### config.mk
export PLATFORM = sky130hd
export DESIGN_NAME = ald_top
export DESIGN_NICKNAME = d
export VERILOG_FILES = /design/src/hw/ald_pkg.sv /design/src/hw/ald_top.sv
export VERILOG_INCLUDE_DIRS = /design/src /design/src/hw
export SDC_FILE = /design/constraint.sdc
export NUM_CORES = 1
export LEC_CHECK = 0
export ABC_AREA = 0
export BUFFER_PORTS_ARGS = -buffer_cell sky130_fd_sc_hd__buf_4
export CAP_MARGIN = 40
export CORE_MARGIN = 1.5
export CORE_UTILIZATION = 40
export DETAILED_ROUTE_END_ITERATION = 10
export GPL_TIMING_DRIVEN = 0
export PLACE_DENSITY_LB_ADDON = 0.08
export SYNTH_ARGS = -nofsm -noshare
export SYNTH_HDL_FRONTEND = slang
export SYNTH_SLANG_ARGS = --single-unit
### constraint.sdc
create_clock -name clk -period 7 [get_ports clk]
set_clock_uncertainty 0.1 [all_clocks]
set_input_delay 0.35 -clock clk [delete_from_list [all_inputs] [get_ports clk]]
set_output_delay 0.35 -clock clk [all_outputs]
set_load 0.01 [all_outputs]
### src/hw/ald_map.svh
/*
 * Register offsets, field positions, reset values and timing counts for the
 * ambient light level detect block.
 * Assumes a 100 MHz clock and an APB register port with 32-bit data.
 */
`ifndef ALD_MAP_SVH
`define ALD_MAP_SVH

// byte addresses are four times the printed register index
`define ALD_IDX_DAY_PEAK      8'h05
`define ALD_IDX_OFFICE_PEAK   8'h07
`define ALD_IDX_OFFICE_DIM    8'h08
`define ALD_IDX_DARK_PEAK     8'h09
`define ALD_IDX_DARK_DIM      8'h0A
`define ALD_IDX_PRESENT       8'h0B
`define ALD_IDX_SETUP         8'h0C
`define ALD_IDX_IN_TRIP       8'h0D
`define ALD_IDX_IN_MARGIN     8'h0E
`define ALD_IDX_NT_TRIP       8'h0F
`define ALD_IDX_NT_MARGIN     8'h10
`define ALD_IDX_AUTO_CTRL     8'h14
`define ALD_IDX_LEVEL_STAT    8'h15
`define ALD_IDX_SENSOR_IN     8'h16

// setup register fields
`define ALD_SENSOR_FILTER_TIME_HI           7
`define ALD_SENSOR_FILTER_TIME_LO           5
`define ALD_FORCE_BIT         4
`define ALD_NIGHT_FLAG_BIT    3
`define ALD_INDOOR_FLAG_BIT   2
`define ALD_NIGHT_EN_BIT      1
`define ALD_INDOOR_EN_BIT     0

`define ALD_CODE_RESET        7'h00
`define ALD_BYTE_RESET        8'h00

// shortest filter time 0.08 s = 80000 us; each code doubles it
`define ALD_SENSOR_FILTER_TIME_BASE_US      80000
`define ALD_CLK_MHZ           100
`define ALD_SENSOR_FILTER_TIME_BASE_CYC     (`ALD_SENSOR_FILTER_TIME_BASE_US * `ALD_CLK_MHZ)

`endif

### src/hw/ald_pkg.sv
/*
 * Types for the ambient light level detect block.
 * Assumes nothing of its surroundings.
 */
package ald_pkg;
	typedef enum logic [1:0] {
		ALD_LVL_DAY    = 2'b01,
		ALD_LVL_OFFICE = 2'b10,
		ALD_LVL_DARK   = 2'b11
	} ald_level_e;

	typedef enum logic [1:0] {
		ALD_ST_IDLE  = 2'b00,
		ALD_ST_WAIT  = 2'b01,
		ALD_ST_CONV  = 2'b10
	} ald_state_e;
endpackage : ald_pkg

### src/hw/ald_top.sv
/*
 * Ambient light level detect: two hysteretic comparators (indoor, night),
 * filtered conversion pacing, level selection and backlight code bookkeeping,
 * all behind an APB slave.
 * Assumes the sensor code arrives synchronous to clk, scaled per channel:
 * indoor in 4 uA steps, night in 0.5 uA steps.
 */
// Register access over APB was decided locally.
// Functional notes
// - hold 7-bit dark peak current code
// - hold 7-bit dark dimmed current code
// - read-only present backlight code, writes ignored
// - filter time 0.08 s doubling per code
// - force bit triggers exactly one conversion
// - force bit self-clears when conversion done
// - night flag reports office-to-dark change
// - indoor flag reports daylight-to-office change
// - night comparator enable bit
// - indoor comparator enable bit
// - indoor flag sets below indoor trip
// - indoor flag clears above trip plus margin
// - night flag sets below night trip
// - night flag clears above trip plus margin
// - hold 7-bit daylight peak current code
// - hold office peak and dim codes
`timescale 1ns/1ns
`default_nettype none
`include "ald_map.svh"

module ald_top
	import ald_pkg::*;
#(
	parameter int unsigned SENSOR_FILTER_TIME_BASE_CYC = `ALD_SENSOR_FILTER_TIME_BASE_CYC
) (
	// clock and reset
	input  wire logic        clk,
	input  wire logic        rst_b,
	// apb slave
	input  wire logic        psel,
	input  wire logic        penable,
	input  wire logic        pwrite,
	input  wire logic [11:0] paddr,
	input  wire logic [31:0] pwdata,
	output logic      [31:0] prdata,
	output logic             pready,
	output logic             pslverr,
	// sensor and backlight side
	input  wire logic [7:0]  indoor_sense,
	input  wire logic [7:0]  night_sense,
	input  wire logic        dim_active,
	output logic      [6:0]  backlight_code,
	output logic      [1:0]  active_ambient_level
);

	logic [6:0]  day_peak;
	logic [6:0]  office_peak;
	logic [6:0]  office_dim;
	logic [6:0]  dark_peak;
	logic [6:0]  dark_dim;
	logic [2:0]  sensor_filter_time;
	logic        force_conversion;
	logic        night_detect_flag;
	logic        indoor_detect_flag;
	logic        night_comparator_enable;
	logic        indoor_comparator_enable;
	logic [7:0]  indoor_trip_threshold;
	logic [7:0]  indoor_release_margin;
	logic [7:0]  night_trip_threshold;
	logic [7:0]  night_release_margin;
	logic        automatic_brightness_enable;
	logic        conv_done;
	logic [30:0] sensor_filter_time_cnt;
	logic [30:0] sensor_filter_time_limit;
	ald_state_e  state;
	ald_level_e  next_level;
	logic [6:0]  next_code;
	logic [31:0] next_rdata;
	logic        wr_en;
	logic        rd_en;
	logic        unmapped;
	logic [7:0]  reg_idx;

	// the address decode is shared by reads and writes
	function automatic logic is_mapped(input logic [7:0] idx);
		case (idx)
			`ALD_IDX_DAY_PEAK, `ALD_IDX_OFFICE_PEAK, `ALD_IDX_OFFICE_DIM,
			`ALD_IDX_DARK_PEAK, `ALD_IDX_DARK_DIM, `ALD_IDX_PRESENT,
			`ALD_IDX_SETUP, `ALD_IDX_IN_TRIP, `ALD_IDX_IN_MARGIN,
			`ALD_IDX_NT_TRIP, `ALD_IDX_NT_MARGIN, `ALD_IDX_AUTO_CTRL,
			`ALD_IDX_LEVEL_STAT, `ALD_IDX_SENSOR_IN: is_mapped = 1'b1;
			default: is_mapped = 1'b0;
		endcase
	endfunction

	assign reg_idx  = paddr[9:2];
	assign unmapped = !is_mapped(reg_idx) || (paddr[11:10] != 2'b00) || (paddr[1:0] != 2'b00);
	// access lands on the cycle pready is sampled high
	assign wr_en    = psel && penable && pready && pwrite && !unmapped;
	assign rd_en    = psel && !penable;

	// no wait state: pready rises in the first access cycle
	always_ff @(posedge clk or negedge rst_b) begin
		if (!rst_b) begin
			pready  <= 1'b0;
			pslverr <= 1'b0;
		end else begin
			pready  <= psel && !penable;
			pslverr <= psel && !penable && unmapped;
		end
	end

	always_ff @(posedge clk or negedge rst_b) begin
		if (!rst_b) begin
			day_peak    <= `ALD_CODE_RESET;
			office_peak <= `ALD_CODE_RESET;
			office_dim  <= `ALD_CODE_RESET;
			dark_peak   <= `ALD_CODE_RESET;
			dark_dim    <= `ALD_CODE_RESET;
		end else if (wr_en) begin
			case (reg_idx)
				`ALD_IDX_DAY_PEAK:    day_peak    <= pwdata[6:0];
				`ALD_IDX_OFFICE_PEAK: office_peak <= pwdata[6:0];
				`ALD_IDX_OFFICE_DIM:  office_dim  <= pwdata[6:0];
				`ALD_IDX_DARK_PEAK:   dark_peak   <= pwdata[6:0];
				`ALD_IDX_DARK_DIM:    dark_dim    <= pwdata[6:0];
				default: ;
			endcase
		end
	end

	// thresholds, margins and setup controls
	always_ff @(posedge clk or negedge rst_b) begin
		if (!rst_b) begin
			indoor_trip_threshold       <= `ALD_BYTE_RESET;
			indoor_release_margin       <= `ALD_BYTE_RESET;
			night_trip_threshold        <= `ALD_BYTE_RESET;
			night_release_margin        <= `ALD_BYTE_RESET;
			sensor_filter_time          <= 3'h0;
			night_comparator_enable     <= 1'b0;
			indoor_comparator_enable    <= 1'b0;
			automatic_brightness_enable <= 1'b0;
		end else if (wr_en) begin
			case (reg_idx)
				`ALD_IDX_IN_TRIP:   indoor_trip_threshold <= pwdata[7:0];
				`ALD_IDX_IN_MARGIN: indoor_release_margin <= pwdata[7:0];
				`ALD_IDX_NT_TRIP:   night_trip_threshold  <= pwdata[7:0];
				`ALD_IDX_NT_MARGIN: night_release_margin  <= pwdata[7:0];
				`ALD_IDX_SETUP: begin
					sensor_filter_time       <= pwdata[`ALD_SENSOR_FILTER_TIME_HI:`ALD_SENSOR_FILTER_TIME_LO];
					night_comparator_enable  <= pwdata[`ALD_NIGHT_EN_BIT];
					indoor_comparator_enable <= pwdata[`ALD_INDOOR_EN_BIT];
				end
				`ALD_IDX_AUTO_CTRL: automatic_brightness_enable <= pwdata[0];
				default: ;
			endcase
		end
	end

	assign sensor_filter_time_limit = 31'(SENSOR_FILTER_TIME_BASE_CYC) << sensor_filter_time;

	// clear force on the converting edge, else idle re-enters a second conversion
	assign conv_done  = (state == ALD_ST_CONV);

	// conversions pace at the filter period; force asks for one now
	always_ff @(posedge clk or negedge rst_b) begin
		if (!rst_b) begin
			state     <= ALD_ST_IDLE;
			sensor_filter_time_cnt  <= 31'h0;
		end else begin
			case (state)
				ALD_ST_IDLE: begin
					sensor_filter_time_cnt <= 31'h0;
					if (force_conversion)
						state <= ALD_ST_CONV;
					else if (night_comparator_enable || indoor_comparator_enable)
						state <= ALD_ST_WAIT;
				end
				ALD_ST_WAIT: begin
					if (force_conversion) begin
						state <= ALD_ST_CONV;
					end else if (!(night_comparator_enable || indoor_comparator_enable)) begin
						state <= ALD_ST_IDLE;
					end else if (sensor_filter_time_cnt >= sensor_filter_time_limit - 31'h1) begin
						state <= ALD_ST_CONV;
					end else begin
						sensor_filter_time_cnt <= sensor_filter_time_cnt + 31'h1;
					end
				end
				ALD_ST_CONV: begin
					state <= ALD_ST_IDLE;
				end
				default: state <= ALD_ST_IDLE;
			endcase
		end
	end

	// self-clear on completion; a fresh write wins over the clear
	always_ff @(posedge clk or negedge rst_b) begin
		if (!rst_b)
			force_conversion <= 1'b0;
		else if (wr_en && reg_idx == `ALD_IDX_SETUP && pwdata[`ALD_FORCE_BIT])
			force_conversion <= 1'b1;
		else if (conv_done)
			force_conversion <= 1'b0;
	end

	// forced conversions evaluate a channel even while it is disabled
	always_ff @(posedge clk or negedge rst_b) begin
		if (!rst_b) begin
			indoor_detect_flag <= 1'b0;
			night_detect_flag  <= 1'b0;
		end else begin
			if (state == ALD_ST_CONV && (indoor_comparator_enable || force_conversion)) begin
				if (indoor_sense < indoor_trip_threshold)
					indoor_detect_flag <= 1'b1;
				else if ({1'b0, indoor_sense} > ({1'b0, indoor_trip_threshold} + {1'b0, indoor_release_margin}))
					indoor_detect_flag <= 1'b0;
			end
			if (state == ALD_ST_CONV && (night_comparator_enable || force_conversion)) begin
				if (night_sense < night_trip_threshold)
					night_detect_flag <= 1'b1;
				else if ({1'b0, night_sense} > ({1'b0, night_trip_threshold} + {1'b0, night_release_margin}))
					night_detect_flag <= 1'b0;
			end
		end
	end

	always_comb begin
		if (!automatic_brightness_enable)
			next_level = ALD_LVL_DAY;
		else if (night_detect_flag)
			next_level = ALD_LVL_DARK;
		else if (indoor_detect_flag)
			next_level = ALD_LVL_OFFICE;
		else
			next_level = ALD_LVL_DAY;
	end

	// daylight has no dim code of its own here, so its peak stands in
	always_comb begin
		case (next_level)
			ALD_LVL_DARK:   next_code = dim_active ? dark_dim : dark_peak;
			ALD_LVL_OFFICE: next_code = dim_active ? office_dim : office_peak;
			default:        next_code = day_peak;
		endcase
	end

	// present code is hardware driven only
	always_ff @(posedge clk or negedge rst_b) begin
		if (!rst_b) begin
			backlight_code       <= `ALD_CODE_RESET;
			active_ambient_level <= 2'(ALD_LVL_DAY);
		end else begin
			backlight_code       <= next_code;
			active_ambient_level <= 2'(next_level);
		end
	end

	always_comb begin
		next_rdata = 32'h0000_0000;
		case (reg_idx)
			`ALD_IDX_DAY_PEAK:    next_rdata[6:0] = day_peak;
			`ALD_IDX_OFFICE_PEAK: next_rdata[6:0] = office_peak;
			`ALD_IDX_OFFICE_DIM:  next_rdata[6:0] = office_dim;
			`ALD_IDX_DARK_PEAK:   next_rdata[6:0] = dark_peak;
			`ALD_IDX_DARK_DIM:    next_rdata[6:0] = dark_dim;
			`ALD_IDX_PRESENT:     next_rdata[6:0] = backlight_code;
			`ALD_IDX_SETUP:       next_rdata[7:0] = {sensor_filter_time, force_conversion,
			                                         night_detect_flag, indoor_detect_flag,
			                                         night_comparator_enable, indoor_comparator_enable};
			`ALD_IDX_IN_TRIP:     next_rdata[7:0] = indoor_trip_threshold;
			`ALD_IDX_IN_MARGIN:   next_rdata[7:0] = indoor_release_margin;
			`ALD_IDX_NT_TRIP:     next_rdata[7:0] = night_trip_threshold;
			`ALD_IDX_NT_MARGIN:   next_rdata[7:0] = night_release_margin;
			`ALD_IDX_AUTO_CTRL:   next_rdata[0]   = automatic_brightness_enable;
			`ALD_IDX_LEVEL_STAT:  next_rdata[1:0] = active_ambient_level;
			`ALD_IDX_SENSOR_IN:   next_rdata[15:0] = {night_sense, indoor_sense};
			default: ;
		endcase
	end

	// read data captured in setup, held through access
	always_ff @(posedge clk or negedge rst_b) begin
		if (!rst_b)
			prdata <= 32'h0000_0000;
		else if (rd_en)
			prdata <= (pwrite || unmapped) ? 32'h0000_0000 : next_rdata;
	end

endmodule : ald_top
`default_nettype wire

==> results.sh <==
export IMPL_row_count=54
export IMPL_grt_overflow_total=0
export IMPL_hold_depth=2
export IMPL_cts_tree="done"
export IMPL_dp_hpwl_um=19840
export IMPL_worst_pin_slew_ns=0.7776
export IMPL_synth_edf_count=0
export IMPL_syn_inst=878
export IMPL_grt_usage_pct=22.92
export IMPL_antenna_found_initial=1
export IMPL_ant_nets=0
export IMPL_syn2layout_area_growth_pct=16.61
export IMPL_power_leakage_nw=4.844
export IMPL_relSlewSlack_pct=47.68
export IMPL_crit_arrival_ns=5.68
export IMPL_cts_setup_buffers=0
export IMPL_fin_crit_ns=5.446
export IMPL_synth_area_leader_cell="dfrtp_1"
export IMPL_rrSetupSlack_ns=1.55
export IMPL_clockBufferDepth=2
export IMPL_hold_buffers=1
export IMPL_grt_busiest_layer="met2"
export IMPL_met3_usage_pct=3.720
export IMPL_fin_setup_tns_ns=0
export IMPL_hold_viol=0
export IMPL_maxCapViolCount=0
export IMPL_synth_top_cells_by_area="dfrtp_1 (37%), ha_1 (11%), mux2_2 (8.7%)"
export IMPL_fmax_mhz=183.6
export IMPL_yosys_area_share_adder_pct=11.05
export IMPL_dieArea_sq_mm=0.02361
export IMPL_final_common_cell="dfrtp_1"
export IMPL_cp_max_fo=10
export IMPL_portBuffers=61
export IMPL_hold_slack_ns=0.06914
export IMPL_drtIter0Drc=522
export IMPL_yosysUniqueCellTypes=68
export IMPL_grtUsageMet1_pct=31.63
export IMPL_slew_viol_final=0
export IMPL_vias=7255
export IMPL_clock_latency_ns=0.43
export IMPL_synth_async_reset_ratio_pct=100.0
export IMPL_grt_max_degree=73
export IMPL_wl_um=26050
export IMPL_holdPathEnd="prdata[8]$_DFFE_PN0P_"
export IMPL_min_path_type="in -> reg"
export IMPL_ys_ff_latch=136
export IMPL_start_kind="register"
export IMPL_cts_resized=0
export IMPL_coreArea_sq_mm=0.02203
export IMPL_fin_crit_sh_pct=77.80
export IMPL_grt_pass1_wl_um=41720
export IMPL_worst_path_buf_inv=6
export IMPL_ir_drop_v=0.0001218
export IMPL_wl_per_cell_um=20.53
export IMPL_cpMaxStageDelayCell="a2111oi_0"
export IMPL_timing_rr_start="sensor_filter_time[1]$_DFFE_PN0P_"
export IMPL_startpoint="sensor_filter_time[1]$_DFFE_PN0P_"
export IMPL_grt_pass1_vias=7212
export IMPL_yosys_warnings=0
export IMPL_cts_buffers=17
export IMPL_die_h_um=153.7
export IMPL_status="finished, final reports clean"
export IMPL_synth_xor_area_share_pct=2.122
export IMPL_synth_simple_area_share_pct=13.56
export IMPL_ys_seq_area_share_pct=37.50
export IMPL_muxShareOfSynthArea_pct=13.89
export IMPL_cts_max_level=4
export IMPL_gp_congestion=0.8547
export IMPL_drive_gt1_share_pct=23.68
export IMPL_endpoint_kind="register"
export IMPL_powerDensity_mw_per_mm2=174.7
export IMPL_synth_compound_area_share_pct=16.40
export IMPL_use_met2_pct=36.26
export IMPL_synth_top_family_by_area="compound AO/OA/AOI/OAI gates"
export IMPL_layout_nets=1120
export IMPL_worstSetupPathType="reg -> reg"
export IMPL_avgSynthCellArea_sq_um=10.34
export IMPL_grt_setup_unrepaired="false"
export IMPL_synth_top_area_share_pct=37.21
export IMPL_synth_ff_type="dfrtp_1"
export IMPL_remaining_drc_errors=0
export IMPL_synth_area_sq_mm=0.009079
export IMPL_path_cells="clkbuf_1, inv_1, ha_1, inv_1, nor2_1, inv_1, ha_1, nor3b_1, o21ai_0, a2111oi_0, xor2_1, ha_1, nand4_1, nor4_1, o221ai_1, nand4_1, buf_2, clkbuf_1, o211ai_1, o31ai_1"
export IMPL_r2r_end="sensor_filter_time_cnt[18]$_DFFE_PN0P_"
export IMPL_crit_family="buffers and inverters"
export IMPL_worstHoldStart="night_sense[0]"
export IMPL_drt_pass1_iterations=8
export IMPL_reg2reg_depth=20
export IMPL_setup_viol=0
export IMPL_mostFrequentLayoutCells="dfrtp_1 (135), buf_4 (79), ha_1 (77)"
export IMPL_start_util_pct=41.22
export IMPL_clk_pin_slew_ns=0.07
export IMPL_die_x_um=153.7
export IMPL_nFillCells=2089
export IMPL_crit_required_ns=7.23
export IMPL_num_io_pins=109
export IMPL_clock_sinks=136
export IMPL_root_buffer="clkbuf_16"
export IMPL_viasPerCell=5.717
export IMPL_critPathMaxStageDelay_ns=0.49
-- stage by stage --
stage	cells	util, %	total power [mW]	area, sq um	setup WS [ns]
2_1_floorplan	893	-	0.8675	9135	2.794
3_3_place_gp	1234	45.14	0.9307	9943	1.635
3_5_place_dp	1235	45.29	0.9328	9975	1.654
4_1_cts	1268	48.05	1.867	10580	1.635
5_1_grt	1268	48.05	1.920	10580	1.100
6_report	1269	48.06	1.850	10590	1.554
-- power breakdown --
part / leakage, nW / switching (mW) / internal, mW
registers: 1.88 / 0.00337 / 0.787
logic: 2.67 / 0.0788 / 0.0485
clock network: 0.294 / 0.419 / 0.513
-- how the worst max path moves through the flow --
stage | cells after the start | slack (ns) | end
4_1_cts | 20 | 1.64 | sensor_filter_time_cnt[18]$_DFFE_PN0P_
5_1_grt | 20 | 1.10 | sensor_filter_time_cnt[18]$_DFFE_PN0P_
2_1_floorplan | 19 | 2.79 | sensor_filter_time_cnt[24]$_DFFE_PN0P_
6_report | 20 | 1.55 | sensor_filter_time_cnt[18]$_DFFE_PN0P_
3_5_place_dp | 20 | 1.65 | sensor_filter_time_cnt[22]$_DFFE_PN0P_
3_3_place_gp | 20 | 1.64 | sensor_filter_time_cnt[28]$_DFFE_PN0P_
-- Yosys cell counts (all sizes together) (3+ instances only) --
cell type	number
a2111oi	3
a211oi	8
a21o	16
a21oi	39
a222oi	5
a22o	14
a22oi	10
a31oi	4
and2	5
and3	8
and4	3
buf	43
clkbuf	17
dfrtp	135
ha	77
inv	42
mux2	70
mux2i	18
mux4	13
nand2	50
nand2b	10
nand3	33
nand4	24
nor2	42
nor2b	9
nor3	8
nor3b	3
nor4	9
o211ai	22
o21a	3
o21ai	31
o22ai	3
o2bb2ai	3
o311ai	7
o31ai	25
o41ai	6
or2	5
or3	6
or4	8
xnor2	14
xor2	8
-- kinds of logic (layout without fill, tap and decap cells) --
group | after synthesis | after routing
muxes | 101 | 101
DFF | 136 | 136
other | 2 | 18
buffers and inverters | 102 | 197
and+or+nand+nor | 225 | 225
xor gates and xnor gates | 22 | 22
adders and majority gates | 79 | 79
AOI/OAI and AO/OA | 211 | 211
-- worst register-to-register path, delay by kind of cell (launching register included) --
family | cells | cell delay (ns)
flip-flops | 1 | 0.42
AO/OA/AOI/OAI | 5 | 1.29
buffers and inverters | 6 | 1.50
XOR/XNOR | 1 | 0.17
adder cells (fa/ha/maj) | 3 | 0.76
AND/OR/NAND/NOR | 5 | 1.11
-- layer usage --
metal,share of wire (%),wire (um),up-vias
li1,-,-,3495
met1,48,12380,3546
met2,46,12010,186
met3,4.1,1069,28
met4,2.3,591,0
met5,0,0,-
-- layout make-up --
cell class	count	area, sq um	area share (%)
plain buffers	60	331.6	3.132
well taps	280	350.3	3.309
flip-flops and latches	136	3405	32.16
clock buffers	17	425.4	4.018
repair buffers	63	499.2	4.716
inverters	42	157.7	1.489
multi-input cells	655	5241	49.51
clock inverters	15	173.9	1.643
diodes	1	2.502	0.02364
-- flip-flops by register name, summed over array words and instances (netlist names) --
signal,cells
active_ambient_level,2
automatic_brightness_enable,1
backlight_code,7
dark_dim,7
dark_peak,7
day_peak,7
force_conversion,1
indoor_comparator_enable,1
indoor_detect_flag,1
indoor_release_margin,8
indoor_trip_threshold,8
night_comparator_enable,1
night_detect_flag,1
night_release_margin,8
night_trip_threshold,8
office_dim,7
office_peak,7
prdata,16
pready,1
pslverr,1
sensor_filter_time,3
sensor_filter_time_cnt,31
state,2
No activity file was read; power rests on OpenSTA's default activity.
